`src/inc/pei_regs.vh`:
```
/*
 * Constants of the event interrupt status/enable block: management
 * addresses, field positions, reset values and serial frame counts.
 * Assumes it is included by its bare name from the design files.
 */
// What this block does
// - Bit 15 latches link quality change, link up
// - Bit 14 latches energy detect state change
// - Bit 13 latches link up/down change
// - Bit 12 latches resolved speed change
// - Bit 11 latches resolved duplex change
// - Bit 10 latches auto-negotiation completion
// - Bit 9 latches false-carrier counter passing half
// - Bit 8 latches receive-error counter passing half
// - Bit 7 enables link quality interrupt
// - Bit 6 enables energy detect interrupt
// - Bit 5 enables link status interrupt
// - Bit 4 enables speed change interrupt
// - Bit 3 enables duplex change interrupt
// - Bit 2 enables negotiation complete interrupt
// - Bit 1 enables false-carrier half interrupt
// - Bit 0 enables receive-error half interrupt
// - Register at 0x12, resets to zero
// - Global enable gates all event interrupts
// - Polarity one: pin idles high, low active
// - Pin is interrupt output only when enabled
// - Test bit forces interrupt while set
`ifndef PEI_REGS_VH
`define PEI_REGS_VH

// --------------------------------------------------------------
// management addresses
// --------------------------------------------------------------
`define PEI_EVT_ADDR 5'h12
`define PEI_CTL_ADDR 5'h11
`define PEI_BAD_CARRIER_CNT_ADDR 5'h14
`define PEI_RX_ERR_CNT_ADDR 5'h15

// --------------------------------------------------------------
// event register fields
// --------------------------------------------------------------
`define PEI_EVT_RESET 16'h0000
`define PEI_STS_LSB 8
`define PEI_STS_MSB 15
`define PEI_EN_LSB 0
`define PEI_EN_MSB 7
`define PEI_EV_LINK_QUAL 7
`define PEI_EV_ENERGY 6
`define PEI_EV_LINK 5
`define PEI_EV_SPEED 4
`define PEI_EV_DUPLEX 3
`define PEI_EV_AN_DONE 2
`define PEI_EV_BAD_CARRIER 1
`define PEI_EV_RX_ERR 0

// --------------------------------------------------------------
// interrupt control register fields
// --------------------------------------------------------------
`define PEI_CTL_RESET 4'h8
`define PEI_CTL_POL 3
`define PEI_CTL_TEST 2
`define PEI_CTL_GEN 1
`define PEI_CTL_OE 0

// --------------------------------------------------------------
// serial management frame
// --------------------------------------------------------------
`define PEI_PREAMBLE_ONES 6'h20
`define PEI_BIT_HDR_LAST 6'h0d
`define PEI_BIT_TA1 6'h0e
`define PEI_BIT_TA2 6'h0f
`define PEI_BIT_LAST 6'h1f
`define PEI_START 2'h1
`define PEI_OP_WRITE 2'h1
`define PEI_OP_READ 2'h2

`endif

```
`src/hw/pei_sync.v`:
```
/*
 * Two flip-flop synchroniser for a group of independent levels.
 * Assumes each bit is a level that may change at any time.
 */
`timescale 1ns/100ps
module pei_sync #(
    parameter WIDTH = 3
) (
    // clock and reset
    input wire core_clk,
    input wire resetn,
    // levels
    input wire [WIDTH-1:0] async_in,
    output wire [WIDTH-1:0] sync_out
);
    genvar i;
    generate
        for (i = 0; i < WIDTH; i = i + 1) begin : g_bit
            reg meta_r;
            reg stable_r;
            always @(posedge core_clk) begin
                if (!resetn) begin
                    meta_r <= 1'b1;
                    stable_r <= 1'b1;
                end else begin
                    meta_r <= async_in[i];
                    stable_r <= meta_r;
                end
            end
            assign sync_out[i] = stable_r;
        end
    endgenerate
endmodule // pei_sync

```
`src/hw/pei_top.v`:
```
/*
 * Event interrupt status/enable register with its serial management
 * slave, interrupt control bits and the shared interrupt/power-down pin.
 * Assumes event inputs come from logic on core_clk; the management
 * clock, data and the shared pin are asynchronous and are synchronised.
 */
`timescale 1ns/100ps
`include "pei_regs.vh"
module pei_top (
    // clock and reset
    input wire core_clk,
    input wire resetn,
    // station address of this device
    input wire [4:0] phy_addr,
    // link state from the transceiver core
    input wire link_quality_ok,
    input wire energy_detected,
    input wire link_up,
    input wire speed_100,
    input wire full_duplex,
    input wire an_complete,
    // half-full flags of the error counters
    input wire bad_carrier_half,
    input wire rx_err_half,
    // serial management interface
    input wire mdc,
    input wire mdio_in,
    output reg mdio_out,
    output reg mdio_oe_n,
    // shared interrupt / power-down pin
    input wire irq_or_powerdown_pin_in,
    output reg irq_or_powerdown_pin_out,
    output reg irq_or_powerdown_pin_oe_n,
    output reg powerdown_req
);
    // --------------------------------------------------------------
    // frame states
    // --------------------------------------------------------------
    localparam S_PRE = 1'b0;
    localparam S_FRM = 1'b1;

    // --------------------------------------------------------------
    // reset image of the event register
    // --------------------------------------------------------------
    localparam [15:0] EVT_RST = `PEI_EVT_RESET;

    // --------------------------------------------------------------
    // read data of an address
    // --------------------------------------------------------------
    function [15:0] rd_mux;
        input [4:0] addr;
        input [15:0] evt;
        input [3:0] ctl;
        begin
            case (addr)
                `PEI_EVT_ADDR: rd_mux = evt;
                `PEI_CTL_ADDR: rd_mux = {12'h000, ctl};
                default: rd_mux = 16'h0000;
            endcase
        end
    endfunction

    // --------------------------------------------------------------
    // synchronisers
    // --------------------------------------------------------------
    wire [2:0] sync_w;
    wire mdc_s;
    wire mdio_s;
    wire pin_s;

    pei_sync #(
        .WIDTH(3)
    ) u_sync (
        .core_clk(core_clk),
        .resetn(resetn),
        .async_in({irq_or_powerdown_pin_in, mdio_in, mdc}),
        .sync_out(sync_w)
    );

    assign mdc_s = sync_w[0];
    assign mdio_s = sync_w[1];
    assign pin_s = sync_w[2];

    reg mdc_d_r;
    wire mdc_rise;

    always @(posedge core_clk) begin
        if (!resetn) begin
            mdc_d_r <= 1'b1;
        end else begin
            mdc_d_r <= mdc_s;
        end
    end

    assign mdc_rise = mdc_s & ~mdc_d_r;

    // --------------------------------------------------------------
    // event change detection
    // --------------------------------------------------------------
    reg [7:0] lvl_d_r;
    reg lvl_valid_r;
    wire [7:0] lvl_now;
    wire [7:0] hit;

    assign lvl_now = {link_quality_ok, energy_detected, link_up, speed_100,
                      full_duplex, an_complete, bad_carrier_half, rx_err_half};

    always @(posedge core_clk) begin
        if (!resetn) begin
            lvl_d_r <= 8'h00;
            lvl_valid_r <= 1'b0;
        end else begin
            lvl_d_r <= lvl_now;
            lvl_valid_r <= 1'b1;
        end
    end

    // the first cycle after reset only loads the history, no event
    assign hit[`PEI_EV_LINK_QUAL] = lvl_valid_r & link_up &
        (link_quality_ok ^ lvl_d_r[`PEI_EV_LINK_QUAL]);
    assign hit[`PEI_EV_ENERGY] = lvl_valid_r &
        (energy_detected ^ lvl_d_r[`PEI_EV_ENERGY]);
    assign hit[`PEI_EV_LINK] = lvl_valid_r &
        (link_up ^ lvl_d_r[`PEI_EV_LINK]);
    assign hit[`PEI_EV_SPEED] = lvl_valid_r &
        (speed_100 ^ lvl_d_r[`PEI_EV_SPEED]);
    assign hit[`PEI_EV_DUPLEX] = lvl_valid_r &
        (full_duplex ^ lvl_d_r[`PEI_EV_DUPLEX]);
    assign hit[`PEI_EV_AN_DONE] = lvl_valid_r & an_complete &
        ~lvl_d_r[`PEI_EV_AN_DONE];
    assign hit[`PEI_EV_BAD_CARRIER] = lvl_valid_r & bad_carrier_half &
        ~lvl_d_r[`PEI_EV_BAD_CARRIER];
    assign hit[`PEI_EV_RX_ERR] = lvl_valid_r & rx_err_half &
        ~lvl_d_r[`PEI_EV_RX_ERR];

    // --------------------------------------------------------------
    // management frame receiver / transmitter
    // --------------------------------------------------------------
    reg state_r;
    reg [5:0] ones_r;
    reg [5:0] bitn_r;
    reg [15:0] sr_r;
    reg [15:0] tx_r;
    reg is_rd_r;
    reg is_wr_r;
    reg [4:0] reg_r;
    reg rd_clr_r;
    reg wr_stb_r;
    reg [15:0] wr_data_r;
    reg [4:0] wr_addr_r;

    reg [7:0] sts_r;
    reg [7:0] en_r;
    reg [3:0] ctl_r;

    wire [13:0] hdr;
    wire [15:0] din;
    wire [15:0] evt_view;
    wire hdr_ok;

    assign hdr = {sr_r[12:0], mdio_s};
    assign din = {sr_r[14:0], mdio_s};
    assign evt_view = {sts_r, en_r};
    assign hdr_ok = (hdr[13:12] == `PEI_START) && (hdr[9:5] == phy_addr);

    // word handed out at the turnaround; its status half is what a read clears
    wire [15:0] rd_word;
    assign rd_word = rd_mux(reg_r, evt_view, ctl_r);

    always @(posedge core_clk) begin
        if (!resetn) begin
            state_r <= S_PRE;
            ones_r <= 6'h00;
            bitn_r <= 6'h00;
            sr_r <= 16'h0000;
            tx_r <= 16'h0000;
            is_rd_r <= 1'b0;
            is_wr_r <= 1'b0;
            reg_r <= 5'h00;
            rd_clr_r <= 1'b0;
            wr_stb_r <= 1'b0;
            wr_data_r <= 16'h0000;
            wr_addr_r <= 5'h00;
            mdio_out <= 1'b1;
            mdio_oe_n <= 1'b1;
        end else begin
            rd_clr_r <= 1'b0;
            wr_stb_r <= 1'b0;
            if (mdc_rise) begin
                case (state_r)
                    S_PRE: begin
                        if (mdio_s) begin
                            if (ones_r != `PEI_PREAMBLE_ONES) begin
                                ones_r <= ones_r + 6'h01;
                            end
                        end else if (ones_r == `PEI_PREAMBLE_ONES) begin
                            state_r <= S_FRM;
                            bitn_r <= 6'h01;
                            sr_r <= 16'h0000;
                        end else begin
                            ones_r <= 6'h00;
                        end
                    end
                    S_FRM: begin
                        bitn_r <= bitn_r + 6'h01;
                        sr_r <= din;
                        if (bitn_r == `PEI_BIT_HDR_LAST) begin
                            reg_r <= hdr[4:0];
                            is_rd_r <= hdr_ok && (hdr[11:10] == `PEI_OP_READ);
                            is_wr_r <= hdr_ok && (hdr[11:10] == `PEI_OP_WRITE);
                            if (!hdr_ok) begin
                                state_r <= S_PRE;
                                ones_r <= 6'h00;
                            end
                        end else if (bitn_r == `PEI_BIT_TA1) begin
                            if (is_rd_r) begin
                                mdio_out <= 1'b0;
                                mdio_oe_n <= 1'b0;
                            end
                        end else if (bitn_r == `PEI_BIT_TA2) begin
                            if (is_rd_r) begin
                                tx_r <= rd_word;
                                mdio_out <= rd_word[15];
                                rd_clr_r <= (reg_r == `PEI_EVT_ADDR);
                            end
                        end else if (bitn_r == `PEI_BIT_LAST) begin
                            mdio_out <= 1'b1;
                            mdio_oe_n <= 1'b1;
                            if (is_wr_r) begin
                                wr_stb_r <= 1'b1;
                                wr_data_r <= din;
                                wr_addr_r <= reg_r;
                            end
                            is_rd_r <= 1'b0;
                            is_wr_r <= 1'b0;
                            state_r <= S_PRE;
                            ones_r <= 6'h00;
                        end else if (is_rd_r) begin
                            tx_r <= {tx_r[14:0], 1'b0};
                            mdio_out <= tx_r[14];
                        end
                    end
                    default: begin
                        state_r <= S_PRE;
                        ones_r <= 6'h00;
                    end
                endcase
            end
        end
    end

    // --------------------------------------------------------------
    // event register and interrupt control register
    // --------------------------------------------------------------
    reg [7:0] sts_nxt;

    always @* begin
        sts_nxt = sts_r;
        if (rd_clr_r) begin
            // only the bits the host was shown are cleared, so an event
            // landing on the snapshot edge is not lost
            sts_nxt = sts_r & ~tx_r[15:8];
        end
        // an event in the clearing cycle survives
        sts_nxt = sts_nxt | hit;
    end

    always @(posedge core_clk) begin
        if (!resetn) begin
            sts_r <= EVT_RST[`PEI_STS_MSB:`PEI_STS_LSB];
            en_r <= EVT_RST[`PEI_EN_MSB:`PEI_EN_LSB];
            ctl_r <= `PEI_CTL_RESET;
        end else begin
            sts_r <= sts_nxt;
            if (wr_stb_r && (wr_addr_r == `PEI_EVT_ADDR)) begin
                // status half is read-only, only the enables take data
                en_r <= wr_data_r[`PEI_EN_MSB:`PEI_EN_LSB];
            end
            if (wr_stb_r && (wr_addr_r == `PEI_CTL_ADDR)) begin
                ctl_r <= wr_data_r[3:0];
            end
        end
    end

    // --------------------------------------------------------------
    // interrupt pin
    // --------------------------------------------------------------
    wire evt_irq;
    wire irq_active;

    assign evt_irq = ctl_r[`PEI_CTL_GEN] & (|(sts_r & en_r));
    assign irq_active = evt_irq | ctl_r[`PEI_CTL_TEST];

    always @(posedge core_clk) begin
        if (!resetn) begin
            irq_or_powerdown_pin_out <= 1'b1;
            irq_or_powerdown_pin_oe_n <= 1'b1;
            powerdown_req <= 1'b0;
        end else begin
            irq_or_powerdown_pin_out <= ctl_r[`PEI_CTL_POL] ? ~irq_active : irq_active;
            irq_or_powerdown_pin_oe_n <= ~ctl_r[`PEI_CTL_OE];
            // as an input the pin requests power-down when held low
            powerdown_req <= ~ctl_r[`PEI_CTL_OE] & ~pin_s;
        end
    end
endmodule // pei_top

```
`config.mk`:
```
export PLATFORM = sky130hd
export DESIGN_NAME = pei_top
export DESIGN_NICKNAME = d
export VERILOG_FILES = /design/src/hw/pei_sync.v /design/src/hw/pei_top.v
export VERILOG_INCLUDE_DIRS = /design/src /design/src/inc
export SDC_FILE = /design/constraint.sdc
export NUM_CORES = 1
export LEC_CHECK = 0
export ABC_AREA = 1
export BUFFER_PORTS_ARGS = -buffer_cell sky130_fd_sc_hd__buf_2
export CAP_MARGIN = 20
export CORE_MARGIN = 1.5
export CORE_UTILIZATION = 63
export CTS_BUF_LIST = sky130_fd_sc_hd__clkbuf_4
export DETAILED_ROUTE_END_ITERATION = 7
export PLACE_DENSITY_LB_ADDON = 0.2
export SLEW_MARGIN = 20
export SYNTH_ARGS = -nofsm -noshare
export SYNTH_HDL_FRONTEND = slang
export SYNTH_SLANG_ARGS = --single-unit
export TNS_END_PERCENT = 50
```
`constraint.sdc`:
```
create_clock -name core_clk -period 1.8 [get_ports core_clk]
set_input_delay 0.18 -clock core_clk [delete_from_list [all_inputs] [get_ports core_clk]]
set_output_delay 0.18 -clock core_clk [all_outputs]
set_load 0.1 [all_outputs]
```
Yosys cells after proc, flatten, opt, wreduce, memory -nomap -nowiden
Index checks and enable logic that the tools add are counted.
{"block": "op_classes", "n_addsub": 2, "eq_ne": 28, "mux": 46, "bitwise_logic": 40, "reduce_logical": 19}
{"cell": "2-to-1 mux 16 bit", "count": 4}
{"cell": "2-to-1 mux 6 bit", "count": 10}
{"cell": "one-hot mux 16 bit (2 select lines)", "count": 1}
{"cell": "2-to-1 mux 13 bit", "count": 2}
{"cell": "one-hot mux 13 bit (2 select lines)", "count": 1}
{"cell": "2-to-1 mux 1 bit", "count": 24}
{"cell": "one-hot mux 6 bit (2 select lines)", "count": 2}
{"cell": "AND reduction 7 bit", "count": 3}
{"cell": "equality test 5 bit, second input constant", "count": 4}
{"cell": "equality test 6 x 4 -> 1 bit, second input constant", "count": 3}
{"cell": "AND 8 bit", "count": 2}
{"cell": "!= test 2 bit, second input constant", "count": 8}
{"cell": "AND 1 bit", "count": 15}
{"cell": "NOT 1 bit", "count": 15}
{"cell": "OR reduction 7 bit", "count": 2}
{"cell": "adder 6 x 1 -> 6 bit, second input constant", "count": 2}
{"cell": "!= test 3 bit, second input constant", "count": 4}
{"cell": "AND reduction 6 bit", "count": 2}
{"cell": "2-to-1 mux 8 bit", "count": 1}
{"cell": "NOT 8 bit", "count": 1}
{"cell": "OR 8 bit", "count": 1}
{"cell": "OR reduction 8 bit", "count": 1}
{"cell": "equality test 6 x 5 -> 1 bit, second input constant", "count": 1}
{"cell": "equality test 6 bit, second input constant", "count": 1}
{"cell": "other kinds (13)", "count": 25}
{"block": "word_totals", "regBits": 105, "inputBits": 18}

Depth between registers and ports, before layout
{"block": "logic_depth", "depth_word": 6, "depth_mapped": 12, "ltp_nobuf": 12}

By module
Synthesis repeated with hierarchy kept, for this count alone.
{"block": "hier_totals", "hier_cells": 584, "area_unflattened_um2": 4406.7}
{"mod": "pei_top", "n_inst": 1, "cells_each": 563, "area_per_inst_um2": 4219.0, "seq_area_each_um2": 1981.9}
{"mod": "pei_sync", "n_inst": 1, "cells_each": 21, "area_per_inst_um2": 187.7, "seq_area_each_um2": 120.1}

Least setup slack after synthesis
Ideal clock, no wire load.
{"block": "synth_timing", "path_kind": "register to register", "start": "register bitn_r[0]", "end": "register mdio_out", "t_arrival_ns": 1.387, "t_required_ns": 1.672, "slack_ns": 0.285, "path_stages_with_launch": 12, "period_less_slack_ns": 1.515, "path_cell_list": "dfxtp_1 > ha_1 > inv_1 > nor2_4 > nand2_2 > buf_6 > clkinv_2 > o21ai_1 > o21ai_1 > nand2_1 > nand2_1 > o21ai_1"}
{"block": "synth_between", "elab_chain_cells": 4, "word_cells_on_any_way": 12, "classes_between": "6 x eq/ne; 3 x mux; 1 x bitwise; 2 x reduce/logical"}
{"element": "start, declared", "line_no": "pei_top.v:141", "text": "reg [5:0] bitn_r;"}
{"element": "start signal, assigned", "line_no": "pei_top.v:205", "text": "bitn_r <= bitn_r + 6'h01;"}
{"element": "equality test 6 x 5 -> 1 bit (no line)"}
{"element": "2-to-1 mux 1 bit", "line_no": "pei_top.v:226", "text": "end else if (bitn_r == `PEI_BIT_LAST) begin"}
{"element": "2-to-1 mux 1 bit", "line_no": "pei_top.v:220", "text": "end else if (bitn_r == `PEI_BIT_TA2) begin"}
{"element": "2-to-1 mux 1 bit", "line_no": "pei_top.v:215", "text": "end else if (bitn_r == `PEI_BIT_TA1) begin"}
{"element": "end signal, assigned", "line_no": "pei_top.v:223", "text": "mdio_out <= rd_word[15];"}
{"element": "end signal, assigned", "line_no": "pei_top.v:240", "text": "mdio_out <= tx_r[14];"}
{"element": "end, declared", "line_no": "pei_top.v:28", "text": "output reg mdio_out,"}
Parallel ways exist; a longest one is shown, timed or not.
A chain may end at the register's enable or synchronous reset.

Worst setup path after layout
{"block": "layout_timing", "start": "register bitn_r[1]", "end": "register tx_r[9]"}
{"block": "layout_between", "elab_chain_cells": 3, "word_cells_on_any_way": 11, "classes_between": "6 x eq/ne; 1 x mux; 2 x bitwise; 2 x reduce/logical"}
{"element": "equality test 6 x 4 -> 1 bit (no line) / equality test 6 x 5 -> 1 bit (equally long branches)"}
{"element": "!= test 2 bit (no line) (tied with other cells)"}
{"element": "AND reduction 7 bit (no line)"}
{"element": "end signal, assigned", "line_no": "pei_top.v:222", "text": "tx_r <= rd_word;"}
{"element": "end signal, assigned", "line_no": "pei_top.v:239", "text": "tx_r <= {tx_r[14:0], 1'b0};"}
{"element": "end, declared", "line_no": "pei_top.v:143", "text": "reg [15:0] tx_r;"}
Parallel ways exist; a longest one is shown, timed or not.

==> results.md <==
* Status: finished clean
* Fin crit share at 0.930
* Synth top area share at 0.471
* Post-synthesis cell type with the largest combined area: dfxtp_1
* Post-synth net total at 607
* Maximum capacitance violations at 0
* Cell row count at 30
* Most common cell in the netlist: dfxtp_1
* Gpl congestion at 0.825
* Total CTS buffers at 9
* Sequential fraction of the synthesis area at 0.471
* #FFs+latches synth at 105
* Detailed Route WL at 9400 µm
* Final core occ at 0.735
* CTS tree: done
* Min-delay worst type: input pin to flip-flop
* Congestion Overflow GR at 0
* Final worst slack at 0.126 ns
* First-pass GRT wire length at 16,000 µm
* Area Overhead vs Synth at 12.4%
* Ant. Diodes at 0
* List of most frequent post-synthesis cells: 105 x dfxtp_1, 82 x nand2_1, 74 x nor2_1, 69 x inv_1, 62 x o21ai_0
* Syn Area/Cell at 7.65 µm²
* Critical path required time at 2.18 ns
* I/O Buffers at 22
* Fillers at 548
* Post-CTS Setup Bufs at 0
* H-tree depth at 3
* Sink Count at 105
* CTS max path bufs at 2
* DR pass1 iterations at 5
* # setup viols final at 0
* Nets at 640
* DRC Markers at 0
* Synth Instances at 584
* Die Area at 0.00760 mm²
* Rel. slew slack at 0.675
* Clock slew at reported path FFs at 0.16 ns
* Number of synthesized flops with an enable pin at 0
* PD cells at 798 mW/mm²
* Measured slew at the worst slew-check pin at 0.490 ns
* Worst vdd ir at 0.653 mV
* Setup Skew at 0.0164 ns
* Ys Warns at 0
* Fmax at 0.597 GHz
* Initial Util at 0.654
* Iter 0 DRT Violations at 184
* Fraction of layout cells with a size suffix above 1 at 0.137
* Static Leak at 2.19 nW
* Mapped cell area at 0.00447 mm²
* Vias in the first global route at 3,489
* Setup_tns at 0 ns
* Initial antenna violation count at 0
* Slew Limit Fails at 0
* Core Region at 0.00683 mm²
* Multi-input gate area at 0.00198 mm²
* Clk_lat worst skew at 0.45 ns
* Vias per Instance at 5.42
* Beginning of the worst hold path: resetn
* Sequential cell area at 0.00211 mm²
* RR Startpoint: bitn_r[1]
* DP HPWL at 6530 µm
* DP Worst Slack at 0.118 ns
* Main flop type after synthesis: dfxtp_1
* Yosys cell types at 40
* Async set or reset register ratio after synthesis at 0
* Synth area leaders: dfxtp_1 47%, o21ai_0 6.9%, nand2_1 6.9%, a21oi_1 6.5%, nor2_1 6.2%
* Endpoint class of the critical path: flip-flop
* Via count at 3,890
* CP max FO at 18
* I/O pins at 23
* Final hold vios at 0
* CTS Root Cell: clkbuf_4
* DR WL/cell at 13.1 µm
* RSZ-0062 raised after global routing: no
* Routed Antenna Nets at 0
* Total track usage at 0.268
* CP startpoint kind: flip-flop
* WP data arrival at 2.06 ns
* Kind of critical path: flip-flop to flip-flop
* Crit path from: bitn_r[1]
* Fin crit period at 1.67 ns
* Chip Width at 87.2 µm
* Die Y at 87.2 µm
* Largest net degree at the start of global routing at 72
-- state kept, by name, indices dropped and copies added, names as in the netlist, 3 cells and up --
| name | cells |
|---|---|
| wr_data_r | 8 |
| en_r | 8 |
| ctl_r | 4 |
| u_sync.g_bit.meta_r | 3 |
| sr_r | 13 |
| reg_r | 5 |
| sts_r | 8 |
| tx_r | 16 |
| u_sync.g_bit.stable_r | 3 |
| wr_addr_r | 5 |
| ones_r | 6 |
| lvl_d_r | 8 |
| bitn_r | 6 |
-- critical path, stage by stage, from the launching register on --
cell and delay (ns):
dfxtp_4 0.39, ha_1 0.18, inv_1 0.11, nor2_4 0.07
nand2_4 0.09, inv_2 0.04, o21ai_2 0.26, nor2_8 0.06
inv_4 0.15, o21ai_0 0.11, a21oi_1 0.14
-- per-layer routing --
| metal | GRT usage | vias to the layer above | routed length, µm |
|---|---|---|---|
| li1 | - | 1966 | - |
| met2 | 0.438 | 101 | 4520 |
| met1 | 0.351 | 1809 | 4310 |
| met5 | 0 | - | 0 |
| met4 | 0.0866 | 0 | 152 |
| met3 | 0.0626 | 14 | 413 |
-- worst paths after layout --
check,endpoint,slack (ns),cells past startpoint
max,tx_r[9],0.13,10
min,lvl_valid_r,0.13,2
max reg2reg,tx_r[9],0.13,10
min reg2reg,powerdown_req,0.41,1
-- placed cells by master, fill, tap and decap left out, drive strengths merged, types with 7 or more instances in the layout --
| cell | synthesis | layout |
|---|---|---|
| a211oi | 7 | 7 |
| clkbuf | 13 | 9 |
| dlygate4sd3 | 0 | 11 |
| nand2 | 91 | 91 |
| a21oi | 59 | 59 |
| dfxtp | 105 | 105 |
| nor2 | 82 | 82 |
| o21ai | 75 | 75 |
| nand3 | 20 | 20 |
| inv | 73 | 73 |
| buf | 10 | 34 |
-- cell type report --
class	instances	area share
Sequential cell	105	0.420
Multi-Input combinational cell	382	0.395
Timing Repair Buffer	45	0.0676
Inverter	74	0.0561
Tap cell	96	0.0239
Clock inverter	7	0.0237
Clock buffer	9	0.0135
-- metrics by stage --
step	hold slack [ns]	std cells	instance area [µm²]	power (W)
final	0.127	718	5020	0.00400
after detailed placement	0.368	691	4700	0.00258
after floorplan	0.208	584	4470	0.00252
after CTS	0.111	718	5000	0.00402
after global placement	0.368	691	4700	0.00257
after global routing	0.110	718	5020	0.00413
-- where the power goes --
group	internal, W	switching (W)	total [W]
Combinational	0.0000741	0.0000977	0.000172
Sequential	0.00236	0.0000204	0.00238
Clock	0.000704	0.000750	0.00145
-- kinds of logic (layout without fill, tap and decap cells) --
| kind of cell | count (synthesis) | count (layout) | share of synthesized area |
|---|---|---|---|
| simple gates | 214 | 214 | 0.223 |
| compound gates | 155 | 155 | 0.189 |
| flops | 105 | 105 | 0.471 |
| buf+inv | 97 | 135 | 0.0880 |
| xor+xnor | 8 | 8 | 0.0157 |
| fa+ha+maj | 5 | 5 | 0.0140 |
-- timing repair --
item	in CTS	in global routing
hold endpoints to repair	14	0
hold buffers	11	0
setup endpoints to repair	0	23
resized for setup	0	7
(Power assumes the default switching activity.)
